`src/rtl/uwas_pkg.sv`:
```
// Package: register map, field layout and shared types of the wake and stall block
package uwas_pkg;

	// ----------------------------------------------------------------
	// Register offsets (byte addresses)
	// ----------------------------------------------------------------
	localparam logic [7:0] UWAS_OFF_STATUS  = 8'h00; // Sticky event flags, write one to clear
	localparam logic [7:0] UWAS_OFF_MASK    = 8'h04; // Interrupt mask, same layout
	localparam logic [7:0] UWAS_OFF_CTRL    = 8'h08; // Mode and wake enable
	localparam logic [7:0] UWAS_OFF_ENDPOINT_STALL_CONTROL = 8'h0c; // Endpoint stall control bits
	localparam logic [7:0] UWAS_OFF_OWNER   = 8'h10; // Descriptor owner bits
	localparam logic [7:0] UWAS_OFF_DSTALL  = 8'h14; // Descriptor stall enable bits
	localparam logic [7:0] UWAS_OFF_LINES   = 8'h18; // Live line levels

	// ----------------------------------------------------------------
	// Field positions
	// ----------------------------------------------------------------
	localparam int UWAS_ST_ACT_BIT   = 4;  // Bus activity flag
	localparam int UWAS_ST_ID_BIT    = 7;  // ID change flag
	localparam int UWAS_CT_HOST_BIT  = 0;  // Host mode select
	localparam int UWAS_CT_WAKE_BIT  = 1;  // Activity wake enable
	localparam int UWAS_CT_SLEEP_BIT = 2;  // Core sleeping
	localparam int UWAS_NUM_EP       = 16; // Control endpoint plus 1..15

	// ----------------------------------------------------------------
	// Reset values
	// ----------------------------------------------------------------
	localparam logic [7:0]  UWAS_STATUS_RST = 8'h00;
	localparam logic [7:0]  UWAS_MASK_RST   = 8'h00;
	localparam logic [2:0]  UWAS_CTRL_RST   = 3'h0;
	localparam logic [15:0] UWAS_EP_RST     = 16'h0000;
	localparam logic [31:0] UWAS_RDATA_RST  = 32'h0000_0000;

	// ----------------------------------------------------------------
	// Carriers
	// ----------------------------------------------------------------
	typedef struct packed {
		logic dp;
		logic dm;
		logic vbus;
		logic id;
	} uwas_lines_t;

	typedef struct packed {
		logic       valid; // One-cycle token request from the engine
		logic       is_in; // IN token when high, OUT otherwise
		logic [3:0] ep;    // Endpoint number
	} uwas_tok_t;

	typedef enum logic [1:0] {
		UWAS_HS_ACK,
		UWAS_HS_NAK,
		UWAS_HS_STALL
	} uwas_hs_t;

endpackage : uwas_pkg

```
`src/rtl/uwas_line_watch.sv`:
```
// Line watcher: registers bus lines and reports level changes
`timescale 1ns/1ns
`default_nettype none
module uwas_line_watch
	import uwas_pkg::*;
(
	input  wire logic        ref_clk,
	input  wire logic        nrst,
	input  wire uwas_lines_t lines,
	output logic             bus_change,
	output logic             id_change,
	output uwas_lines_t      lines_q
);

	uwas_lines_t lines_d;
	logic        seen_q;
	logic        seen_d;

	// Next state: capture lines, remember first sample after reset
	always_comb begin
		lines_d = lines;
		seen_d  = 1'b1;
	end

	// Registers
	always_ff @(posedge ref_clk) begin
		if (!nrst) begin
			lines_q <= '0;
			seen_q  <= 1'b0;
		end else begin
			lines_q <= lines_d;
			seen_q  <= seen_d;
		end
	end

	// Change detect, muted until a first sample is held
	always_comb begin
		bus_change = seen_q && ((lines.dp != lines_q.dp) || (lines.dm != lines_q.dm) ||
			(lines.vbus != lines_q.vbus));
		id_change  = seen_q && (lines.id != lines_q.id);
	end

endmodule : uwas_line_watch
`default_nettype wire

```
`src/rtl/uwas_stall_resp.sv`:
```
// Stall responder: picks the handshake for a token
`timescale 1ns/1ns
`default_nettype none
module uwas_stall_resp
	import uwas_pkg::*;
(
	input  wire logic                   ref_clk,
	input  wire logic                   nrst,
	input  wire uwas_tok_t              tok,
	input  wire logic                   host_mode,
	input  wire logic [UWAS_NUM_EP-1:0] ep_stall,
	input  wire logic [UWAS_NUM_EP-1:0] owner,
	input  wire logic [UWAS_NUM_EP-1:0] dstall,
	output logic                        hs_valid,
	output uwas_hs_t                    hs_code
);

	logic     hs_valid_d;
	uwas_hs_t hs_code_d;
	logic     stall_hit;

	// Stall when either stall source is set and controller owns the buffer
	always_comb begin
		stall_hit  = (ep_stall[tok.ep] || dstall[tok.ep]) && owner[tok.ep];
		hs_valid_d = tok.valid && !host_mode;
		if (stall_hit) begin
			hs_code_d = UWAS_HS_STALL;
		end else if (owner[tok.ep]) begin
			hs_code_d = UWAS_HS_ACK;
		end else begin
			hs_code_d = UWAS_HS_NAK;
		end
	end

	// Answer registers
	always_ff @(posedge ref_clk) begin
		if (!nrst) begin
			hs_valid <= 1'b0;
			hs_code  <= UWAS_HS_ACK;
		end else begin
			hs_valid <= hs_valid_d;
			hs_code  <= hs_code_d;
		end
	end

endmodule : uwas_stall_resp
`default_nettype wire

```
`src/rtl/uwas_top.sv`:
```
// Top: wake activity flags, endpoint stall control and APB register file
// Contract
// - Sleeping, line change sets bus activity flag
// - ID pin change also sets activity flag
// - Enabled activity flag wakes the core
// - ID change sets separate ID flag
// - Stall bit is both status and control
// - Engine or firmware may set stall bit
// - Stall plus owner answers STALL both directions
// - Stall control on endpoints zero through fifteen
// - Host mode never sends STALL
`timescale 1ns/1ns
`default_nettype none
module uwas_top
	import uwas_pkg::*;
(
	input  wire logic                   ref_clk,
	input  wire logic                   nrst,
	input  wire logic                   psel,
	input  wire logic                   penable,
	input  wire logic                   pwrite,
	input  wire logic [7:0]             paddr,
	input  wire logic [31:0]            pwdata,
	output logic                        pready,
	output logic                        pslverr,
	output logic [31:0]                 prdata,
	input  wire uwas_lines_t            lines,
	input  wire uwas_tok_t              tok,
	input  wire logic [UWAS_NUM_EP-1:0] sie_stall_set,
	output logic                        hs_valid,
	output uwas_hs_t                    hs_code,
	output logic                        wake,
	output logic                        irq
);

	// ----------------------------------------------------------------
	// State
	// ----------------------------------------------------------------
	logic [7:0]             status_q, status_d;
	logic [7:0]             mask_q, mask_d;
	logic [2:0]             ctrl_q, ctrl_d;
	logic [UWAS_NUM_EP-1:0] ep_stall_q, ep_stall_d;
	logic [UWAS_NUM_EP-1:0] owner_q, owner_d;
	logic [UWAS_NUM_EP-1:0] dstall_q, dstall_d;
	logic [31:0]            prdata_d;
	logic                   wake_q, wake_d;
	logic                   bus_change;
	logic                   id_change;
	uwas_lines_t            lines_q;
	logic                   wr_en;
	logic                   rd_en;
	logic                   addr_ok;
	logic                   sleeping;
	logic                   host_mode;

	// ----------------------------------------------------------------
	// Submodules
	// ----------------------------------------------------------------

	// Line change detector
	uwas_line_watch u_watch (
		.ref_clk    (ref_clk),
		.nrst       (nrst),
		.lines      (lines),
		.bus_change (bus_change),
		.id_change  (id_change),
		.lines_q    (lines_q)
	);

	// Handshake chooser
	uwas_stall_resp u_resp (
		.ref_clk   (ref_clk),
		.nrst      (nrst),
		.tok       (tok),
		.host_mode (host_mode),
		.ep_stall  (ep_stall_q),
		.owner     (owner_q),
		.dstall    (dstall_q),
		.hs_valid  (hs_valid),
		.hs_code   (hs_code)
	);

	// ----------------------------------------------------------------
	// APB decode
	// ----------------------------------------------------------------

	// Zero wait state slave; unmapped addresses answer with an error
	always_comb begin
		sleeping  = ctrl_q[UWAS_CT_SLEEP_BIT];
		host_mode = ctrl_q[UWAS_CT_HOST_BIT];
		addr_ok   = (paddr == UWAS_OFF_STATUS) || (paddr == UWAS_OFF_MASK) ||
			(paddr == UWAS_OFF_CTRL) || (paddr == UWAS_OFF_ENDPOINT_STALL_CONTROL) ||
			(paddr == UWAS_OFF_OWNER) || (paddr == UWAS_OFF_DSTALL) ||
			(paddr == UWAS_OFF_LINES);
		pready    = 1'b1;
		pslverr   = psel && penable && !addr_ok;
		wr_en     = psel && penable && pwrite && addr_ok;
		rd_en     = psel && !penable && !pwrite;
	end

	// ----------------------------------------------------------------
	// Flags and control
	// ----------------------------------------------------------------

	// Next values: firmware writes first, hardware sets win afterwards
	always_comb begin
		status_d   = status_q;
		mask_d     = mask_q;
		ctrl_d     = ctrl_q;
		ep_stall_d = ep_stall_q;
		owner_d    = owner_q;
		dstall_d   = dstall_q;
		if (wr_en) begin
			case (paddr)
				UWAS_OFF_STATUS: begin
					status_d = status_q & ~pwdata[7:0];
				end
				UWAS_OFF_MASK: begin
					mask_d = pwdata[7:0];
				end
				UWAS_OFF_CTRL: begin
					ctrl_d = pwdata[2:0];
				end
				UWAS_OFF_ENDPOINT_STALL_CONTROL: begin
					ep_stall_d = pwdata[UWAS_NUM_EP-1:0];
				end
				UWAS_OFF_OWNER: begin
					owner_d = pwdata[UWAS_NUM_EP-1:0];
				end
				UWAS_OFF_DSTALL: begin
					dstall_d = pwdata[UWAS_NUM_EP-1:0];
				end
				default: begin
					status_d = status_q;
				end
			endcase
		end
		// Activity while asleep on data lines or ID pin
		if (sleeping && (bus_change || id_change)) begin
			status_d[UWAS_ST_ACT_BIT] = 1'b1;
		end
		if (id_change) begin
			status_d[UWAS_ST_ID_BIT] = 1'b1;
		end
		// Engine stall sets apply to every endpoint and beat a firmware clear
		ep_stall_d = ep_stall_d | sie_stall_set;
	end

	// Registers
	always_ff @(posedge ref_clk) begin
		if (!nrst) begin
			status_q   <= UWAS_STATUS_RST;
			mask_q     <= UWAS_MASK_RST;
			ctrl_q     <= UWAS_CTRL_RST;
			ep_stall_q <= UWAS_EP_RST;
			owner_q    <= UWAS_EP_RST;
			dstall_q   <= UWAS_EP_RST;
		end else begin
			status_q   <= status_d;
			mask_q     <= mask_d;
			ctrl_q     <= ctrl_d;
			ep_stall_q <= ep_stall_d;
			owner_q    <= owner_d;
			dstall_q   <= dstall_d;
		end
	end

	// ----------------------------------------------------------------
	// Wake, interrupt, read data
	// ----------------------------------------------------------------

	// Wake while the activity flag is set and enabled as a source
	always_comb begin
		wake_d = status_q[UWAS_ST_ACT_BIT] && ctrl_q[UWAS_CT_WAKE_BIT];
		irq    = |(status_q & mask_q);
	end

	// Read mux, captured in setup so data is registered in the access phase
	always_comb begin
		prdata_d = prdata;
		if (rd_en) begin
			case (paddr)
				UWAS_OFF_STATUS:  prdata_d = {24'h000000, status_q};
				UWAS_OFF_MASK:    prdata_d = {24'h000000, mask_q};
				UWAS_OFF_CTRL:    prdata_d = {29'h0000000, ctrl_q};
				UWAS_OFF_ENDPOINT_STALL_CONTROL: prdata_d = {16'h0000, ep_stall_q};
				UWAS_OFF_OWNER:   prdata_d = {16'h0000, owner_q};
				UWAS_OFF_DSTALL:  prdata_d = {16'h0000, dstall_q};
				UWAS_OFF_LINES:   prdata_d = {28'h0000000, lines_q};
				default:          prdata_d = UWAS_RDATA_RST;
			endcase
		end
	end

	// Output registers
	always_ff @(posedge ref_clk) begin
		if (!nrst) begin
			prdata <= UWAS_RDATA_RST;
			wake_q <= 1'b0;
		end else begin
			prdata <= prdata_d;
			wake_q <= wake_d;
		end
	end

	assign wake = wake_q;

	// ----------------------------------------------------------------
	// Assertions
	// ----------------------------------------------------------------

	sleep_act_set_a: assert property (@(posedge ref_clk) disable iff (!nrst)
		(sleeping && bus_change) |=> status_q[UWAS_ST_ACT_BIT])
		else $error("activity flag not set on line change in sleep");

	id_act_set_a: assert property (@(posedge ref_clk) disable iff (!nrst)
		(sleeping && id_change) |=> status_q[UWAS_ST_ACT_BIT] && status_q[UWAS_ST_ID_BIT])
		else $error("ID change in sleep did not set flags");

	wake_follow_a: assert property (@(posedge ref_clk) disable iff (!nrst)
		(status_q[UWAS_ST_ACT_BIT] && ctrl_q[UWAS_CT_WAKE_BIT]) |=> wake)
		else $error("wake missing");

	id_flag_set_a: assert property (@(posedge ref_clk) disable iff (!nrst)
		id_change |=> status_q[UWAS_ST_ID_BIT])
		else $error("ID flag not set");

	stall_resp_a: assert property (@(posedge ref_clk) disable iff (!nrst)
		(tok.valid && !host_mode && ep_stall_q[tok.ep] && owner_q[tok.ep] && $stable(ep_stall_q))
		|=> hs_valid && hs_code == UWAS_HS_STALL)
		else $error("stalled endpoint did not answer STALL");

	sie_stall_a: assert property (@(posedge ref_clk) disable iff (!nrst)
		|sie_stall_set |=> ((ep_stall_q & $past(sie_stall_set)) == $past(sie_stall_set)))
		else $error("engine stall set lost");

	host_no_hs_a: assert property (@(posedge ref_clk) disable iff (!nrst)
		host_mode && $stable(host_mode) |-> !hs_valid)
		else $error("handshake issued in host mode");

	flag_hold_a: assert property (@(posedge ref_clk) disable iff (!nrst)
		(status_q[UWAS_ST_ACT_BIT] && !(wr_en && paddr == UWAS_OFF_STATUS))
		|=> status_q[UWAS_ST_ACT_BIT])
		else $error("activity flag dropped without a clear");

	// Wake flags: nothing sets activity while awake, clears and holds behave
	awake_no_act_a: assert property (@(posedge ref_clk) disable iff (!nrst)
		(!sleeping && !status_q[UWAS_ST_ACT_BIT]) |=> !status_q[UWAS_ST_ACT_BIT])
		else $error("activity flag set while awake");

	id_awake_only_a: assert property (@(posedge ref_clk) disable iff (!nrst)
		(!sleeping && id_change && !status_q[UWAS_ST_ACT_BIT])
		|=> status_q[UWAS_ST_ID_BIT] && !status_q[UWAS_ST_ACT_BIT])
		else $error("ID change while awake set the wrong flags");

	wake_drop_a: assert property (@(posedge ref_clk) disable iff (!nrst)
		!(status_q[UWAS_ST_ACT_BIT] && ctrl_q[UWAS_CT_WAKE_BIT]) |=> !wake)
		else $error("wake without an enabled activity flag");

	flag_clear_a: assert property (@(posedge ref_clk) disable iff (!nrst)
		(wr_en && paddr == UWAS_OFF_STATUS && pwdata[UWAS_ST_ACT_BIT] &&
		!(sleeping && (bus_change || id_change))) |=> !status_q[UWAS_ST_ACT_BIT])
		else $error("activity flag not cleared by write one");

	id_hold_a: assert property (@(posedge ref_clk) disable iff (!nrst)
		(status_q[UWAS_ST_ID_BIT] && !(wr_en && paddr == UWAS_OFF_STATUS)) |=> status_q[UWAS_ST_ID_BIT])
		else $error("ID flag dropped without a clear");

	// Stall answers: descriptor stall, owner gate, token pairing
	dstall_resp_a: assert property (@(posedge ref_clk) disable iff (!nrst)
		(tok.valid && !host_mode && dstall_q[tok.ep] && owner_q[tok.ep]) |=> hs_valid && hs_code == UWAS_HS_STALL)
		else $error("descriptor stall did not answer STALL");

	no_stall_a: assert property (@(posedge ref_clk) disable iff (!nrst)
		(tok.valid && !host_mode && !ep_stall_q[tok.ep] && !dstall_q[tok.ep]) |=> hs_valid && hs_code != UWAS_HS_STALL)
		else $error("STALL sent with both stall bits clear");

	owner_gate_a: assert property (@(posedge ref_clk) disable iff (!nrst)
		(tok.valid && !host_mode && !owner_q[tok.ep]) |=> hs_valid && hs_code == UWAS_HS_NAK)
		else $error("endpoint without owner did not answer NAK");

	dev_answer_a: assert property (@(posedge ref_clk) disable iff (!nrst)
		(tok.valid && !host_mode) |=> hs_valid)
		else $error("device mode token left unanswered");

	no_token_hs_a: assert property (@(posedge ref_clk) disable iff (!nrst)
		!(tok.valid && !host_mode) |=> !hs_valid)
		else $error("handshake without a device mode token");

	stall_hold_a: assert property (@(posedge ref_clk) disable iff (!nrst)
		!(wr_en && paddr == UWAS_OFF_ENDPOINT_STALL_CONTROL) |=> ((ep_stall_q & $past(ep_stall_q)) == $past(ep_stall_q)))
		else $error("stall bit dropped without a firmware write");

	// Firmware stall set lands on every endpoint
	for (genvar g = 0; g < UWAS_NUM_EP; g++) begin : g_ep_chk
		fw_stall_set_a: assert property (@(posedge ref_clk) disable iff (!nrst)
			(wr_en && paddr == UWAS_OFF_ENDPOINT_STALL_CONTROL && pwdata[g]) |=> ep_stall_q[g])
			else $error("firmware stall set lost");
	end

endmodule : uwas_top
`default_nettype wire
```
`config.mk`:
```
export PLATFORM = sky130hd
export DESIGN_NAME = uwas_top
export DESIGN_NICKNAME = d
export VERILOG_FILES = /design/src/rtl/uwas_pkg.sv /design/src/rtl/uwas_line_watch.sv /design/src/rtl/uwas_stall_resp.sv /design/src/rtl/uwas_top.sv
export SDC_FILE = /design/constraint.sdc
export NUM_CORES = 1
export LEC_CHECK = 0
export BUFFER_PORTS_ARGS = -buffer_cell sky130_fd_sc_hd__buf_2
export CAP_MARGIN = 20
export CORE_MARGIN = 1.5
export CORE_UTILIZATION = 25
export DETAILED_ROUTE_END_ITERATION = 16
export GPL_TIMING_DRIVEN = 0
export HOLD_SLACK_MARGIN = 0.05
export PLACE_DENSITY = 0.49
export RECOVER_POWER = 50
export SLEW_MARGIN = 20
export SYNTH_ARGS = -nofsm -noshare
export SYNTH_HDL_FRONTEND = slang
export SYNTH_SLANG_ARGS = --single-unit
```
`constraint.sdc`:
```
create_clock -name ref_clk -period 4.89 [get_ports ref_clk]
set_clock_uncertainty 0.15 [all_clocks]
set_input_delay 0.2445 -clock ref_clk [delete_from_list [all_inputs] [get_ports ref_clk]]
set_output_delay 0.2445 -clock ref_clk [all_outputs]
set_load 0.01 [all_outputs]
```
==> parameters.txt <==
Parameter                              Value

Clock tree
  Number of buffers between clock root and the deepest sink    2
  Clock tree from TritonCTS    built
  Clock buffer count from CTS    9
  Number of gates resized after cts    0
  Clock root cell    sky130_fd_sc_hd__clkbuf_16
  Clock network latency to the later pin of the worst-skew pair    350 ps
  Clock-pin transition on the worst setup and hold timing paths    70 ps
  Maximum level of the CTS H-tree    3
  Total number of clock tree sinks    92
  # Post-CTS Setup Buffers    0

Worst setup path
  Required time at the worst-slack endpoint    5040 ps
  CP endpoint kind    register
  CP Launch Point    paddr[2]
  Biggest fanout along the worst timing path    10
  Worst setup path class    in -> reg
  Type of element launching the critical path    input pin
  Start of the worst register-to-register path    dstall_q[0]
  Worst Path Arrival    2500 ps

Drt
  Final antenna-violating net count    0
  Total length of routed wires    14.9 mm
  Vias after detailed routing    4158
  Initial detailed-routing violation count    313
  Final routed wire length divided by cell count    17.3 um
  Number of iterations in the first detailed-routing pass    4
  Number of remaining DRC errors    0
  Via count normalized by instance count    4.83

Timing
  RSZ-0062 raised after global routing    false
  Highest clock rate    426 MHz
  Final worst path period need    2350 ps
  Post-Route Setup TNS    0 ps
  Final hold violation count    0
  Total setup violations reported at the end of the flow    0
  Measured slew at the worst slew-check pin    1230 ps
  Relative slew slack    17.2%
  Final period utilization    48.0%
  Max-slew violations    0

Logic synthesis
  Post-synthesis compound-gate area fraction    23.2%
  Number of enable-type register cells in the synthesized netlist    0
  Synth Instances    496
  Main combinational cell family by area after synthesis    compound AO/OA/AOI/OAI gates
  Cell variety after synth    51
  Avg Inst Size Synth    9.03 sq um
  Most used flip-flop cell after synthesis    sky130_fd_sc_hd__dfxtp_1
  Post-synthesis share of cell area spent on xor and xnor gates    0.782%
  Share of cell area taken by muxes after synthesis    10.1%
  Number of synthesized register bits    92
  Proportion of synthesized chip area in sequential cells    41.1%
  Basic-gate share of the synthesized area counting and, or, nand and nor cells    18.5%
  Async S/R FF share, synth    0%
  Area share of the largest cell type after synthesis    41.1%
  Leading post-synthesis cells by cell area    sky130_fd_sc_hd__dfxtp_1 41%, sky130_fd_sc_hd__nand2_1 8.0%, sky130_fd_sc_hd__a21boi_0 6.9%
  Library cell occupying the most area in the post-synthesis netlist    sky130_fd_sc_hd__dfxtp_1
  Area share of fa/ha/maj cells after synthesis    0%
  Netlist area before placement    4480 sq um
  Warnings, synthesis    0

Cells and area
  Share of layout cells above drive strength 1    18.3%
  Diode insertion count for antenna repair    0
  Area used by multi-input combinational logic    2410 sq um
  Total Nets Final    701
  Area added between synthesis and finish    30.6%
  Layout fillers    1835
  Register area    1840 sq um
  Design Area, Final    5850 sq um

GRT
  Via count of the first global-routing pass    4003
  First-pass GRT wire length    22.7 mm
  Total Routing Usage GR    16.3%
  Antenna violations before repair    1
  Pin count of the biggest net entering global routing    17
  GRT Residual Overflow    0

Power and ir drop
  Net switching power    417 uW
  Int Power    1.37 mW
  Logic pwr share    9.6%
  Switching fraction of total power    23.4%
  Clock group share of total power    46.8%
  Power density normalized to cell area    305 nW/um^2
  Worst ir drop on vdd    176 uV
  Leakage power total    2.17 nW
  Part of the total power dissipated in sequential elements    43.5%

Status
  Result of the run    complete, no violations

Floorplan
  Placeable core region    17400 sq um
  Initial Util    25.7%
  Total I/O pin count    110
  Horizontal die dimension    137 um
  Die Ht    137 um
  Floorplan die area    18700 sq um
  Cell row count    48

Hold path
  Hold WC Path Type    in -> reg
  Worst hold start    pwdata[2]

Job
  Max-capacitance violation count    0

Placement
  Port Buffers    73
  Total cell area at the placement stage    5180 sq um
  Detailed placer's ending HPWL    11.1 mm
  Routability congestion estimate from global placement    0.842
per-layer routing:
layer | wire length, um | part of all wire, % | GRT usage, % | up-vias
met5 | 11 | 0.074 | 0 | -
met4 | 373 | 2.5 | 6.49 | 2
met3 | 1030 | 6.9 | 3.44 | 27
met2 | 6640 | 45 | 25.0 | 165
met1 | 6830 | 46 | 22.2 | 1943
li1 | - | - | - | 2021
logic make-up after synthesis:
| group | Yosys count |
|---|---|
| muxes | 34 |
| AOI/OAI and AO/OA | 140 |
| buffers and inverters | 52 |
| and+or+nand+nor | 172 |
| xor gates and xnor gates | 4 |
| other | 2 |
| DFF | 92 |
placed cells by master (no fill, tap or decap), types with 10 or more instances in the layout:
cell type and instances:
sky130_fd_sc_hd__o21a_1 16, sky130_fd_sc_hd__dlygate4sd3_1 35, sky130_fd_sc_hd__nand2_1 96, sky130_fd_sc_hd__buf_4 17
sky130_fd_sc_hd__dfxtp_1 92, sky130_fd_sc_hd__conb_1 17, sky130_fd_sc_hd__a22o_1 14, sky130_fd_sc_hd__clkbuf_1 53
sky130_fd_sc_hd__buf_2 53, sky130_fd_sc_hd__a21oi_1 11, sky130_fd_sc_hd__mux2_4 10, sky130_fd_sc_hd__nand3_1 15
sky130_fd_sc_hd__nor2_1 13, sky130_fd_sc_hd__a22oi_1 20, sky130_fd_sc_hd__mux2_2 11, sky130_fd_sc_hd__a21boi_0 41
critical path: stages:
cell	delay, ps
sky130_fd_sc_hd__clkbuf_1	140
sky130_fd_sc_hd__clkbuf_1	330
sky130_fd_sc_hd__nor4_1	640
sky130_fd_sc_hd__clkbuf_1	510
sky130_fd_sc_hd__a22oi_1	150
sky130_fd_sc_hd__o2bb2ai_1	300
sky130_fd_sc_hd__a22o_1	160
synthesized netlist by cell type (all sizes together) (5+ instances only):
cell	n
buf	25
nand2	96
a22o	14
nor3	10
o21ai	8
a21oi	11
a21boi	44
mux2	21
nand3	16
o21a	16
a31oi	5
dfxtp	92
nor2b	7
nor2	13
clkbuf	26
mux2i	9
o2bb2ai	8
and2	7
nor3b	5
a22oi	20
worst paths after layout:
kind                                          end  slack (ps)  depth (start not counted)
worst min-delay path                  status_q[2]          70                          2
worst min register to register          prdata[1]         310                          2
worst max-delay path                   prdata[12]        2540                          7
worst max register to register  u_resp.hs_code[1]        3050                          5
layout make-up:
cell class                      count  area share, %
Multi-Input combinational cell    367           41.2
Sequential cell                    92           31.5
Timing Repair Buffer              108           11.7
Tap cell                          225           4.81
Buffer                             51           4.56
Clock buffer                       10           4.09
Clock inverter                      6           1.99
Inverter                            1         0.0642
state kept, by name, indices dropped and copies added (netlist names):
register / flops
ctrl_q: 3
ep_stall_q: 16
prdata: 16
u_resp.hs_valid: 1
wake: 1
u_resp.hs_code: 2
owner_q: 16
u_watch.seen_q: 1
status_q: 8
dstall_q: 16
mask_q: 8
u_watch.lines_q: 4
stage by stage:
step	worst slack [ps]	hold WS (ps)	instances	util [%]	total power, mW
detailed placement	2430	295	809	29.7	0.943
global placement	2520	283	809	29.7	0.941
finish	2540	70.9	860	33.6	1.78
CTS	2780	64.3	860	33.8	1.79
floorplan	2830	122	511	-	0.877
global route	2300	70.4	860	33.6	1.85
timing repair:
| item | 4_1_cts | 5_1_grt |
|---|---|---|
| hold endpoints to repair | 42 | 0 |
| endpoints found under the setup margin | 0 | 0 |
| hold buffers | 35 | 0 |
power groups by stage:
stage | clock, mW | sequential (mW) | combinational, mW
after floorplan | 0 | 0.787 | 0.0893
after global placement | 0 | 0.792 | 0.149
after detailed placement | 0 | 0.793 | 0.150
after CTS | 0.846 | 0.776 | 0.173
after global routing | 0.882 | 0.777 | 0.188
final | 0.835 | 0.776 | 0.172
Note: power is estimated with default switching activity, not from simulation.
